[config.mk]
export PLATFORM = sky130hd
export DESIGN_NAME = nvc_host
export DESIGN_NICKNAME = d
export VERILOG_FILES = /design/src/nvc_pkg.sv /design/src/nvc_host.sv /design/src/nvc_seq_rom.sv
export SDC_FILE = /design/constraint.sdc
export NUM_CORES = 1
export LEC_CHECK = 0
export BUFFER_PORTS_ARGS = -buffer_cell sky130_fd_sc_hd__buf_2
export CAP_MARGIN = 30
export CORE_ASPECT_RATIO = 0.8
export CORE_MARGIN = 4
export CORE_UTILIZATION = 50
export CTS_BUF_LIST = sky130_fd_sc_hd__clkbuf_16
export CTS_CLUSTER_DIAMETER = 200
export DETAILED_ROUTE_END_ITERATION = 10
export GPL_TIMING_DRIVEN = 0
export PLACE_DENSITY = 0.79
export SLEW_MARGIN = 10
export SYNTH_ARGS = -nofsm -noshare
export SYNTH_HDL_FRONTEND = slang
export SYNTH_SLANG_ARGS = --single-unit
[constraint.sdc]
create_clock -name clk -period 2.5 [get_ports clk]
set_input_delay 0.125 -clock clk [delete_from_list [all_inputs] [get_ports clk]]
set_output_delay 0.125 -clock clk [all_outputs]
set_load 0.1 [all_outputs]
[src/nvc_pkg.sv]
// package for the shadowed sram host controller
package nvc_pkg;
  localparam int ADDR_W = 13;
  localparam int DATA_W = 8;
  localparam int SEQ_LEN = 6;
  // trigger sequence addresses
  localparam logic [12:0] SEQ_A0 = 13'h0000;
  localparam logic [12:0] SEQ_A1 = 13'h1555;
  localparam logic [12:0] SEQ_A2 = 13'h0AAA;
  localparam logic [12:0] SEQ_A3 = 13'h1FFF;
  localparam logic [12:0] SEQ_A4 = 13'h10F0;
  localparam logic [12:0] SEQ_STORE = 13'h0F0F;
  localparam logic [12:0] SEQ_RECALL = 13'h0F0E;
  // timing in ns at 100 MHz
  localparam int CLK_NS = 10;
  localparam int ACCESS_NS = 50;
  localparam int ACCESS_CYC = (ACCESS_NS + CLK_NS - 1) / CLK_NS;
  localparam int STORE_NS = 10_000_000;
  localparam int STORE_CYC = (STORE_NS + CLK_NS - 1) / CLK_NS;
  localparam int RESTORE_NS = 20_000;
  localparam int RESTORE_CYC = (RESTORE_NS + CLK_NS - 1) / CLK_NS;
  localparam int PWRUP_NS = 550_000;
  localparam int PWRUP_CYC = (PWRUP_NS + CLK_NS - 1) / CLK_NS;
  localparam int CNT_W = 24;
  localparam logic [1:0] CMD_READ = 2'h0;
  localparam logic [1:0] CMD_WRITE = 2'h1;
  localparam logic [1:0] CMD_STORE = 2'h2;
  localparam logic [1:0] CMD_RECALL = 2'h3;
  typedef enum logic [2:0] {
    NVC_IDLE  = 3'b000,
    NVC_SETUP = 3'b001,
    NVC_ACT   = 3'b010,
    NVC_END   = 3'b011,
    NVC_WAIT  = 3'b100,
    NVC_PWR   = 3'b101
  } nvc_state_t;
endpackage

[src/nvc_host.sv]
// host controller driving the shadowed sram pins
`timescale 1ns/100ps
// Operation
// - host holds address through write and keeps output drive high
// - store trigger is six select-timed reads in fixed order
// - recall trigger ends with 0x0F0E instead of store address
// - host uses reads only; output drive optional for trigger
// - system keeps strobe or select inactive at power-up recall end
// - write strobe high during all six trigger cycles
module nvc_host
  import nvc_pkg::*;
#(
  parameter int STORE_CYCLES   = STORE_CYC,
  parameter int RESTORE_CYCLES = RESTORE_CYC,
  parameter int PWRUP_CYCLES   = PWRUP_CYC
) (
  input  wire logic              clk,
  input  wire logic              resetn,
  input  wire logic              reqValid,
  input  wire logic [1:0]        reqCmd,
  input  wire logic [ADDR_W-1:0] reqAddr,
  input  wire logic [DATA_W-1:0] reqWdata,
  output logic                   reqReady,
  output logic                   rspValid,
  output logic      [DATA_W-1:0] rspRdata,
  output logic                   ceN,
  output logic                   weN,
  output logic                   oeN,
  output logic      [ADDR_W-1:0] addrLines,
  input  wire logic [DATA_W-1:0] dataIn,
  output logic      [DATA_W-1:0] dataOut,
  output logic                   dataOeN
);
  nvc_state_t        state_ff, nxt_state;
  logic [CNT_W-1:0]  cnt_ff;
  logic [2:0]        seqIdx_ff;
  logic              seqMode_ff;
  logic              isWrite_ff;
  logic              isSeq_ff;
  logic [CNT_W-1:0]  waitCyc_ff;
  logic [ADDR_W-1:0] seqAddr;

  wire isNvCmd   = reqCmd[1];
  wire takeReq   = reqValid && reqReady;
  wire cntDone   = (cnt_ff == '0);
  wire seqLast   = (seqIdx_ff == 3'(SEQ_LEN - 1));
  wire [CNT_W-1:0] accCnt = CNT_W'(ACCESS_CYC - 1);
  // table is addressed with the coming index so its registered word is ready in setup
  wire [2:0] nxt_seqIdx = (state_ff == NVC_IDLE && takeReq) ? 3'h0
                        : (state_ff == NVC_END && isSeq_ff && !seqLast) ? seqIdx_ff + 3'h1
                        : seqIdx_ff;
  wire nxt_seqMode = (state_ff == NVC_IDLE && takeReq) ? (reqCmd == CMD_RECALL) : seqMode_ff;
  // first cycle after reset only arms the power-up counter
  wire pwrFirst = (state_ff == NVC_PWR) && (waitCyc_ff == '0);

  nvc_seq_rom nvc_seq_rom_inst (
    .clk     (clk),
    .resetn  (resetn),
    .idx     (nxt_seqIdx),
    .recall  (nxt_seqMode),
    .addrOut (seqAddr)
  );

  // next-state decode
  always_comb begin
    nxt_state = state_ff;
    case (state_ff)
      NVC_PWR:   if (cntDone && !pwrFirst) nxt_state = NVC_IDLE;
      NVC_IDLE:  if (takeReq) nxt_state = NVC_SETUP;
      NVC_SETUP: nxt_state = NVC_ACT;
      NVC_ACT:   if (cntDone) nxt_state = NVC_END;
      NVC_END: begin
        if (isSeq_ff && !seqLast) nxt_state = NVC_SETUP; // back to back reads
        else if (isSeq_ff) nxt_state = NVC_WAIT;
        else nxt_state = NVC_IDLE;
      end
      NVC_WAIT:  if (cntDone) nxt_state = NVC_IDLE;
      default:   nxt_state = NVC_IDLE;
    endcase
  end

  // state and counters
  always_ff @(posedge clk or negedge resetn) begin
    if (!resetn) begin
      state_ff   <= NVC_PWR;
      cnt_ff     <= '0;
      seqIdx_ff  <= '0;
      seqMode_ff <= 1'b0;
      isWrite_ff <= 1'b0;
      isSeq_ff   <= 1'b0;
      waitCyc_ff <= '0;
    end else begin
      state_ff <= nxt_state;
      if (state_ff == NVC_PWR && cnt_ff == '0 && waitCyc_ff == '0) begin
        // first cycle: load power-up recall wait
        cnt_ff     <= CNT_W'(PWRUP_CYCLES);
        waitCyc_ff <= CNT_W'(1);
      end else if (!cntDone) begin
        cnt_ff <= cnt_ff - 1'b1;
      end
      if (state_ff == NVC_IDLE && takeReq) begin
        isWrite_ff <= (reqCmd == CMD_WRITE);
        isSeq_ff   <= isNvCmd;
        waitCyc_ff <= (reqCmd == CMD_RECALL) ? CNT_W'(RESTORE_CYCLES)
                                             : CNT_W'(STORE_CYCLES);
      end
      if (state_ff == NVC_SETUP) cnt_ff <= accCnt;
      seqIdx_ff  <= nxt_seqIdx; // no other access interleaves
      seqMode_ff <= nxt_seqMode;
      if (state_ff == NVC_END && isSeq_ff && seqLast)
        cnt_ff <= waitCyc_ff; // device busy
    end
  end

  // bus pins: address set on take, trigger address in setup, strobes only in act
  always_ff @(posedge clk or negedge resetn) begin
    if (!resetn) begin
      ceN       <= 1'b1;
      weN       <= 1'b1;
      oeN       <= 1'b1;
      addrLines <= '0;
      dataOut   <= '0;
      dataOeN   <= 1'b1;
    end else begin
      ceN <= !(nxt_state == NVC_ACT); // deselect between cycles
      weN <= !(nxt_state == NVC_ACT && isWrite_ff && !isSeq_ff);
      oeN <= !(nxt_state == NVC_ACT && !isWrite_ff);
      if (state_ff == NVC_IDLE && takeReq && !isNvCmd)
        addrLines <= reqAddr; // held through end
      else if (state_ff == NVC_SETUP && isSeq_ff)
        addrLines <= seqAddr;
      if (state_ff == NVC_IDLE && takeReq)
        dataOut <= reqWdata;
      dataOeN <= !((nxt_state == NVC_SETUP || nxt_state == NVC_ACT
                    || nxt_state == NVC_END) && isWrite_ff && !isSeq_ff
                   && state_ff != NVC_IDLE);
    end
  end

  // request handshake and read capture at end of active window
  always_ff @(posedge clk or negedge resetn) begin
    if (!resetn) begin
      reqReady <= 1'b0;
      rspValid <= 1'b0;
      rspRdata <= '0;
    end else begin
      reqReady <= (nxt_state == NVC_IDLE) && !(state_ff == NVC_IDLE && takeReq);
      rspValid <= 1'b0;
      if (state_ff == NVC_ACT && cntDone && !isWrite_ff && !isSeq_ff) begin
        rspRdata <= dataIn; // sampled after access time
        rspValid <= 1'b1;
      end
      if (state_ff == NVC_WAIT && cntDone) rspValid <= 1'b1;
      if (state_ff == NVC_END && isWrite_ff && !isSeq_ff) rspValid <= 1'b1;
    end
  end
endmodule // nvc_host

[src/nvc_seq_rom.sv]
// trigger address sequencer table with registered output
`timescale 1ns/100ps
module nvc_seq_rom
  import nvc_pkg::*;
(
  input  wire logic              clk,
  input  wire logic              resetn,
  input  wire logic [2:0]        idx,
  input  wire logic              recall,
  output logic      [ADDR_W-1:0] addrOut
);
  logic [ADDR_W-1:0] nxt_addr;
  // last entry chooses store or recall target
  always_comb begin
    case (idx)
      3'h0: nxt_addr = SEQ_A0;
      3'h1: nxt_addr = SEQ_A1;
      3'h2: nxt_addr = SEQ_A2;
      3'h3: nxt_addr = SEQ_A3;
      3'h4: nxt_addr = SEQ_A4;
      default: nxt_addr = recall ? SEQ_RECALL : SEQ_STORE;
    endcase
  end
  // registered read data
  always_ff @(posedge clk or negedge resetn) begin
    if (!resetn) begin
      addrOut <= '0;
    end else begin
      addrOut <= nxt_addr;
    end
  end
endmodule // nvc_seq_rom

=== Word-level counts from Yosys, hierarchy flattened ===
Index checks and enable logic that the tools add are counted.

* Register bits: 105
* Logic and storage cells: 104

* $add $sub $neg: 2
* Equality and inequality tests: 16
* Muxes and demuxes: 24
* Reduce and logical (&&, ||, !) cells: 45

{| class="wikitable"
|+ Operators by type and width
! operator !! number
|-
| $mux W24 || 6
|-
| $pmux W13 S5 || 1
|-
| $logic_not A24 Y1 || 2
|-
| $mux W13 || 2
|-
| $logic_and A1 B1 Y1 || 25
|-
| $mux W3 || 8
|-
| $sub A24 B1 Y24 const B || 1
|-
| $mux W20 || 1
|-
| $eq A3 B2 Y1 const B || 6
|-
| $pmux W3 S6 || 1
|-
| $eq A3 B3 Y1 const B || 4
|-
| $logic_not A1 Y1 || 10
|-
| $eq A3 B1 Y1 const B || 3
|-
| $logic_not A3 Y1 || 3
|-
| $mux W1 || 5
|-
| $ne A4 B1 Y1 const B || 1
|-
| $reduce_bool A2 Y1 || 2
|-
| $add A3 B1 Y3 const B || 1
|-
| $reduce_bool A3 Y1 || 1
|-
| $eq A2 B1 Y1 const B || 1
|-
| $eq A2 B2 Y1 const B || 1
|-
| $logic_or A1 B1 Y1 || 2
|}

=== Longest topological paths before layout ===
* Depth in word-level cells: 13
* Depth in mapped cells: 8

=== Hierarchy ===
A second synthesis with hierarchy kept.

* Cells, all modules: 363
* Area total of the unflattened synthesis: 3,726.1 µm²

{| class="wikitable"
|+ Modules (own cells, without submodules)
! module !! times used !! cells an instance !! area an instance (µm²)
|-
| nvc_host || 1 || 341 || 3,490.8
|-
| nvc_seq_rom || 1 || 22 || 235.2
|}

=== Worst setup path before layout ===
OpenSTA, ideal clock, no wires.

* Path type: register to register
* Start: reg reqReady
* End: reg addrLines[0]
* Data arrival time: 2.290 ns
* Data required time: 2.363 ns
* Slack: 0.073 ns
* Cell stages (with the launch flop): 7
* Clock period less this slack: 2.427 ns
* Path through: dfrtp_1 > nand2_1 > or2_2 > clkbuf_1 > o22ai_1 > clkbuf_1 > a21oi_1

* Cells in the longest elaborated chain, start to end: 4
* Elaborated cells on any way between the ends: 5
* Classes of those cells: mux: 1; reduce/logical: 4

{| class="wikitable"
|+ RTL lines
! element !! RTL line !! source
|-
| start, declared || nvc_host.sv:23 || <nowiki>output logic reqReady,</nowiki>
|-
| start signal, assigned || nvc_host.sv:147 || <nowiki>reqReady <= (nxt_state == NVC_IDLE) && !(state_ff == NVC_IDLE && takeReq);</nowiki>
|-
| $logic_and A1 B1 Y1 (*) || nvc_host.sv:44 || <nowiki>wire takeReq = reqValid && reqReady;</nowiki>
|-
| $logic_and A1 B1 Y1 (*) (2 in a row) || nvc_host.sv:128 || <nowiki>if (state_ff == NVC_IDLE && takeReq && !isNvCmd)</nowiki>
|-
| $mux W13 / $reduce_bool A2 Y1 (equally long branches) || -- ||
|-
| end signal, assigned || nvc_host.sv:129 || <nowiki>addrLines <= reqAddr;</nowiki>
|-
| end signal, assigned || nvc_host.sv:131 || <nowiki>addrLines <= seqAddr;</nowiki>
|-
| end, declared || nvc_host.sv:29 || <nowiki>output logic [ADDR_W-1:0] addrLines,</nowiki>
|}

Every way passes the cells marked *; elsewhere a longest branch is shown, timed or not.
A chain may end at the register's enable or synchronous reset.

=== Final worst setup path ===
* Start: reg cnt_ff[0]
* End: reg cnt_ff[21]

* Cells in the longest elaborated chain, start to end: 6
* Elaborated cells on any way between the ends: 9
* Classes of those cells: add/sub: 1; eq/ne: 1; mux: 4; reduce/logical: 3

{| class="wikitable"
|+ RTL lines
! element !! RTL line !! source
|-
| start, declared || nvc_host.sv:35 || <nowiki>logic [CNT_W-1:0] cnt_ff;</nowiki>
|-
| start signal, assigned || nvc_host.sv:96 || <nowiki>cnt_ff <= CNT_W'(PWRUP_CYCLES);</nowiki>
|-
| start signal, assigned || nvc_host.sv:99 || <nowiki>cnt_ff <= cnt_ff - 1'b1;</nowiki>
|-
| start signal, assigned || nvc_host.sv:107 || <nowiki>if (state_ff == NVC_SETUP) cnt_ff <= accCnt;</nowiki>
|-
| parallel branches: the longest is 6 deep, another holds $sub A24 B1 Y24 || -- ||
|}

Parallel ways; which one is timed is not known. The select of a mux whose other input is x is not followed.

==> out/results.tsv <==
stage	metric	value	unit
final_layout	layout cells sized above 1	29.5	%
synth	distinct cell type count after synthesis	59	
die	die area	0.00892	mm^2
final_layout	Final nets	514	
sta	final period utilization	101	%
synth	Synth async-reset ratio	100	%
drt	TritonRoute pass-1 iters	6	
final_layout	most frequent cells in the layout	70 x dfrtp_1, 69 x buf_2, 45 x a21oi_1	
worst_setup_path	slowest cell on the critical path	or4_4	
drt	average wire per standard cell	16.9	um
synth	synthesized area per cell	9.91	um^2
placed_design	DP Wirelength	6340	um
die	Die Span Y	85.3	um
worst_setup_path	crit-path max FO	6	
synth	number of enable flip-flop cells after synthesis	0	
sta	Tmin final	2.52	ns
synth	synthesis warning total	0	
power_and_ir_drop	Leak	2.27	nW
grt	GRT Overall Usage	21.1	%
grt	GRT overflow	0	
cts	number of buffers on the longest clock path	2	
sta	worst setup margin	-0.0164	ns
final_layout	FILL cells	532	
worst_setup_path	cell family with most CP delay	simple AND/OR/NAND/NOR gates	
worst_setup_path	Worst setup EP type	register	
grt	vias in the first global route	3240	
run_status	failing checks	negative setup slack	
sta	Worst Tran Pin Value	0.873	ns
worst_hold_path	worst min path class	input pin to register	
run_status	status	finished, violations left	
sta	Final Setup Violations	1	
grt	initial antenna violation count	0	
power_and_ir_drop	pwr/cell area	539	mW/mm^2
worst_setup_path	CP peak stage delay	0.51	ns
final_layout	Area Growth Syn to Fin	27.2	%
worst_setup_path	r2r setup slk	-0.02	ns
cts	clock latency on the worst-skew pair	0.33	ns
sta	Final Hold Viols	0	
drt	Vias/cell	5.93	
final_layout	design area	0.00475	mm^2
placed_design	gpl congestion	0.857	
synth	Synth Cell Area	0.00373	mm^2
synth	flops & latches, synth	77	
worst_setup_path	startpoint types	register	
die	CORE AREA	0.00706	mm^2
grt	first-pass GRT wire length	15500	um
sta	Final Skew	0.00560	ns
grt	pin count of the biggest net entering global routing	50	
worst_setup_path	arrival time at the worst endpoint	2.77	ns
worst_setup_path	Req. time, crit path	2.75	ns
power_and_ir_drop	Worst IR Drop VDD	0.000357	V
cts	clk sink count	77	
sta	Final Max Tran Viols	0	
drt	Final ANT Viol Nets	0	
worst_setup_path	WP buf/inv	1	
final_layout	post-layout util	67.3	%
placed_design	dpl ws	-0.289	ns
synth	sequential share of the synthesized area	51.8	%
worst_setup_path	WS Path Type	register to register	
synth	Synth Net Count	414	
cts	register clock-pin slew on the reported worst setup and hold paths	0.06	ns
worst_setup_path	worst-path cell chain	buf_4, nor4_1, nand4_2, or4_4, or4_1, a21oi_1	
final_layout	ant diodes	0	
die	initial core utilization	52.9	%
sta	relative slew slack	41.4	%
sta	top achievable clock speed	397	MHz
cts	Root Buffer	clkbuf_16	
die	row count	27	
drt	DR DRC count	0	
sta	WHS	0.0224	ns
job	max-cap viol count	0	
drt	DR iter-0 viols	209	
placed_design	placement-stage cell area	0.00421	mm^2
synth	Gate Count Post-Synth	377	
sta	unrepaired setup endpoints after global routing	yes	
die	Horiz. Die Dim	105	um
cts	H-tree levels	3	
drt	via count	3377	
cts	CTS Buf Count	9	
drt	routed wire length	9640	um
placed_design	port bufs	68	
die	I/O Pins	69	
cts	CTS tree	done	
synth	ys flop type	dfrtp_1	
final_layout	commonest non-fill, non-tap cell in the layout	dfrtp_1	
-- synthesized netlist by cell type (all sizes together) (6+ instances only) --
cell / number / share of area [%]
or3: 10 / 1.7
dfrtp: 71 / 48
nand3: 7 / 0.94
or4: 6 / 1.3
o21ai: 18 / 2.4
nor3: 10 / 1.3
mux2: 8 / 2.4
nand2: 45 / 4.8
xnor2: 6 / 1.4
nor2: 37 / 3.7
dfstp: 6 / 4.2
inv: 9 / 0.90
mux2i: 6 / 1.6
a21oi: 46 / 6.2
nor4: 10 / 2.6
clkbuf: 9 / 0.90
-- layer usage --
metal	routed length [um]	up-vias	share of wire, %	track usage (%)
li1	-	1551	-	-
met1	4130	1635	43	29.0
met2	4450	169	46	33.2
met3	881	22	9.1	6.08
met4	171	0	1.8	5.48
met5	0	-	0	0
-- report_power, final --
| part | switching (mW) | total, mW | internal, mW |
|---|---|---|---|
| combinational | 0.0340 | 0.0667 | 0.0327 |
| clock | 0.490 | 1.25 | 0.760 |
| sequential | 0 | 1.25 | 1.25 |
-- area by class of cell --
cell class                 instances  area (um^2)  share of cell area [%]
tap                               87          109                    2.29
sequential                        77         1940                    40.7
multi-input combinational        278         1770                    37.3
clock inverter                     7         60.1                    1.26
inverter                           9         36.3                   0.764
buffer                            11         51.3                    1.08
timing repair buffer              91          562                    11.8
clock buffer                       9          225                    4.74
-- flip-flops by register name (all words and copies together), names as in the netlist --
| name | count |
|---|---|
| dataOut | 8 |
| seqIdx_ff | 3 |
| seqMode_ff | 1 |
| weN | 1 |
| cnt_ff | 24 |
| reqReady | 1 |
| isSeq_ff | 1 |
| oeN | 1 |
| ceN | 1 |
| rspRdata | 8 |
| isWrite_ff | 1 |
| addrLines | 13 |
| dataOeN | 1 |
| nvc_seq_rom_inst.addrOut | 5 |
| rspValid | 1 |
| state_ff | 3 |
| waitCyc_ff | 4 |
-- through the flow --
stage	std cells	setup TNS, ns	total power [mW]
finish	569	-0.0164	2.56
global route	569	-0.272	2.64
CTS	561	0	2.57
detailed placement	533	-3.54	1.33
floorplan	377	0	1.27
global placement	532	-2.43	1.32
-- worst paths after layout --
kind,start,end,cells after the start
min,dataIn[0],rspRdata[0]$_DFFE_PN0P_,2
min in group asynchronous,resetn,rspRdata[3]$_DFFE_PN0P_,2
max reg2reg,cnt_ff[0]$_DFFE_PN0P_,cnt_ff[21]$_DFFE_PN0P_,6
min reg2reg,seqMode_ff$_DFF_PN0_,nvc_seq_rom_inst.addrOut[0]$_DFF_PN0_,1
max,cnt_ff[0]$_DFFE_PN0P_,cnt_ff[21]$_DFFE_PN0P_,6
max in group asynchronous,resetn,oeN$_DFF_PN1_,3
-- kinds of logic (layout without fill, tap and decap cells) --
group | after synthesis | count (layout) | share of synthesized area [%]
buf+inv | 22 | 127 | 2.51
compound gates | 88 | 88 | 13.7
fa+ha+maj | 3 | 3 | 1.01
xor+xnor | 11 | 11 | 2.58
simple gates | 162 | 162 | 24.4
mux | 14 | 14 | 4.02
flops | 77 | 77 | 51.8
-- timing repair --
action / 4_1_cts / 5_1_grt
buffers inserted: 4 / 9
pin swaps: 1 / 5
gates resized for setup: 5 / 13
hold buffers: 9 / 0
hold endpoints to repair: 36 / 0
setup endpoints to repair: 26 / 36
Power figures use the tool's default switching activity.
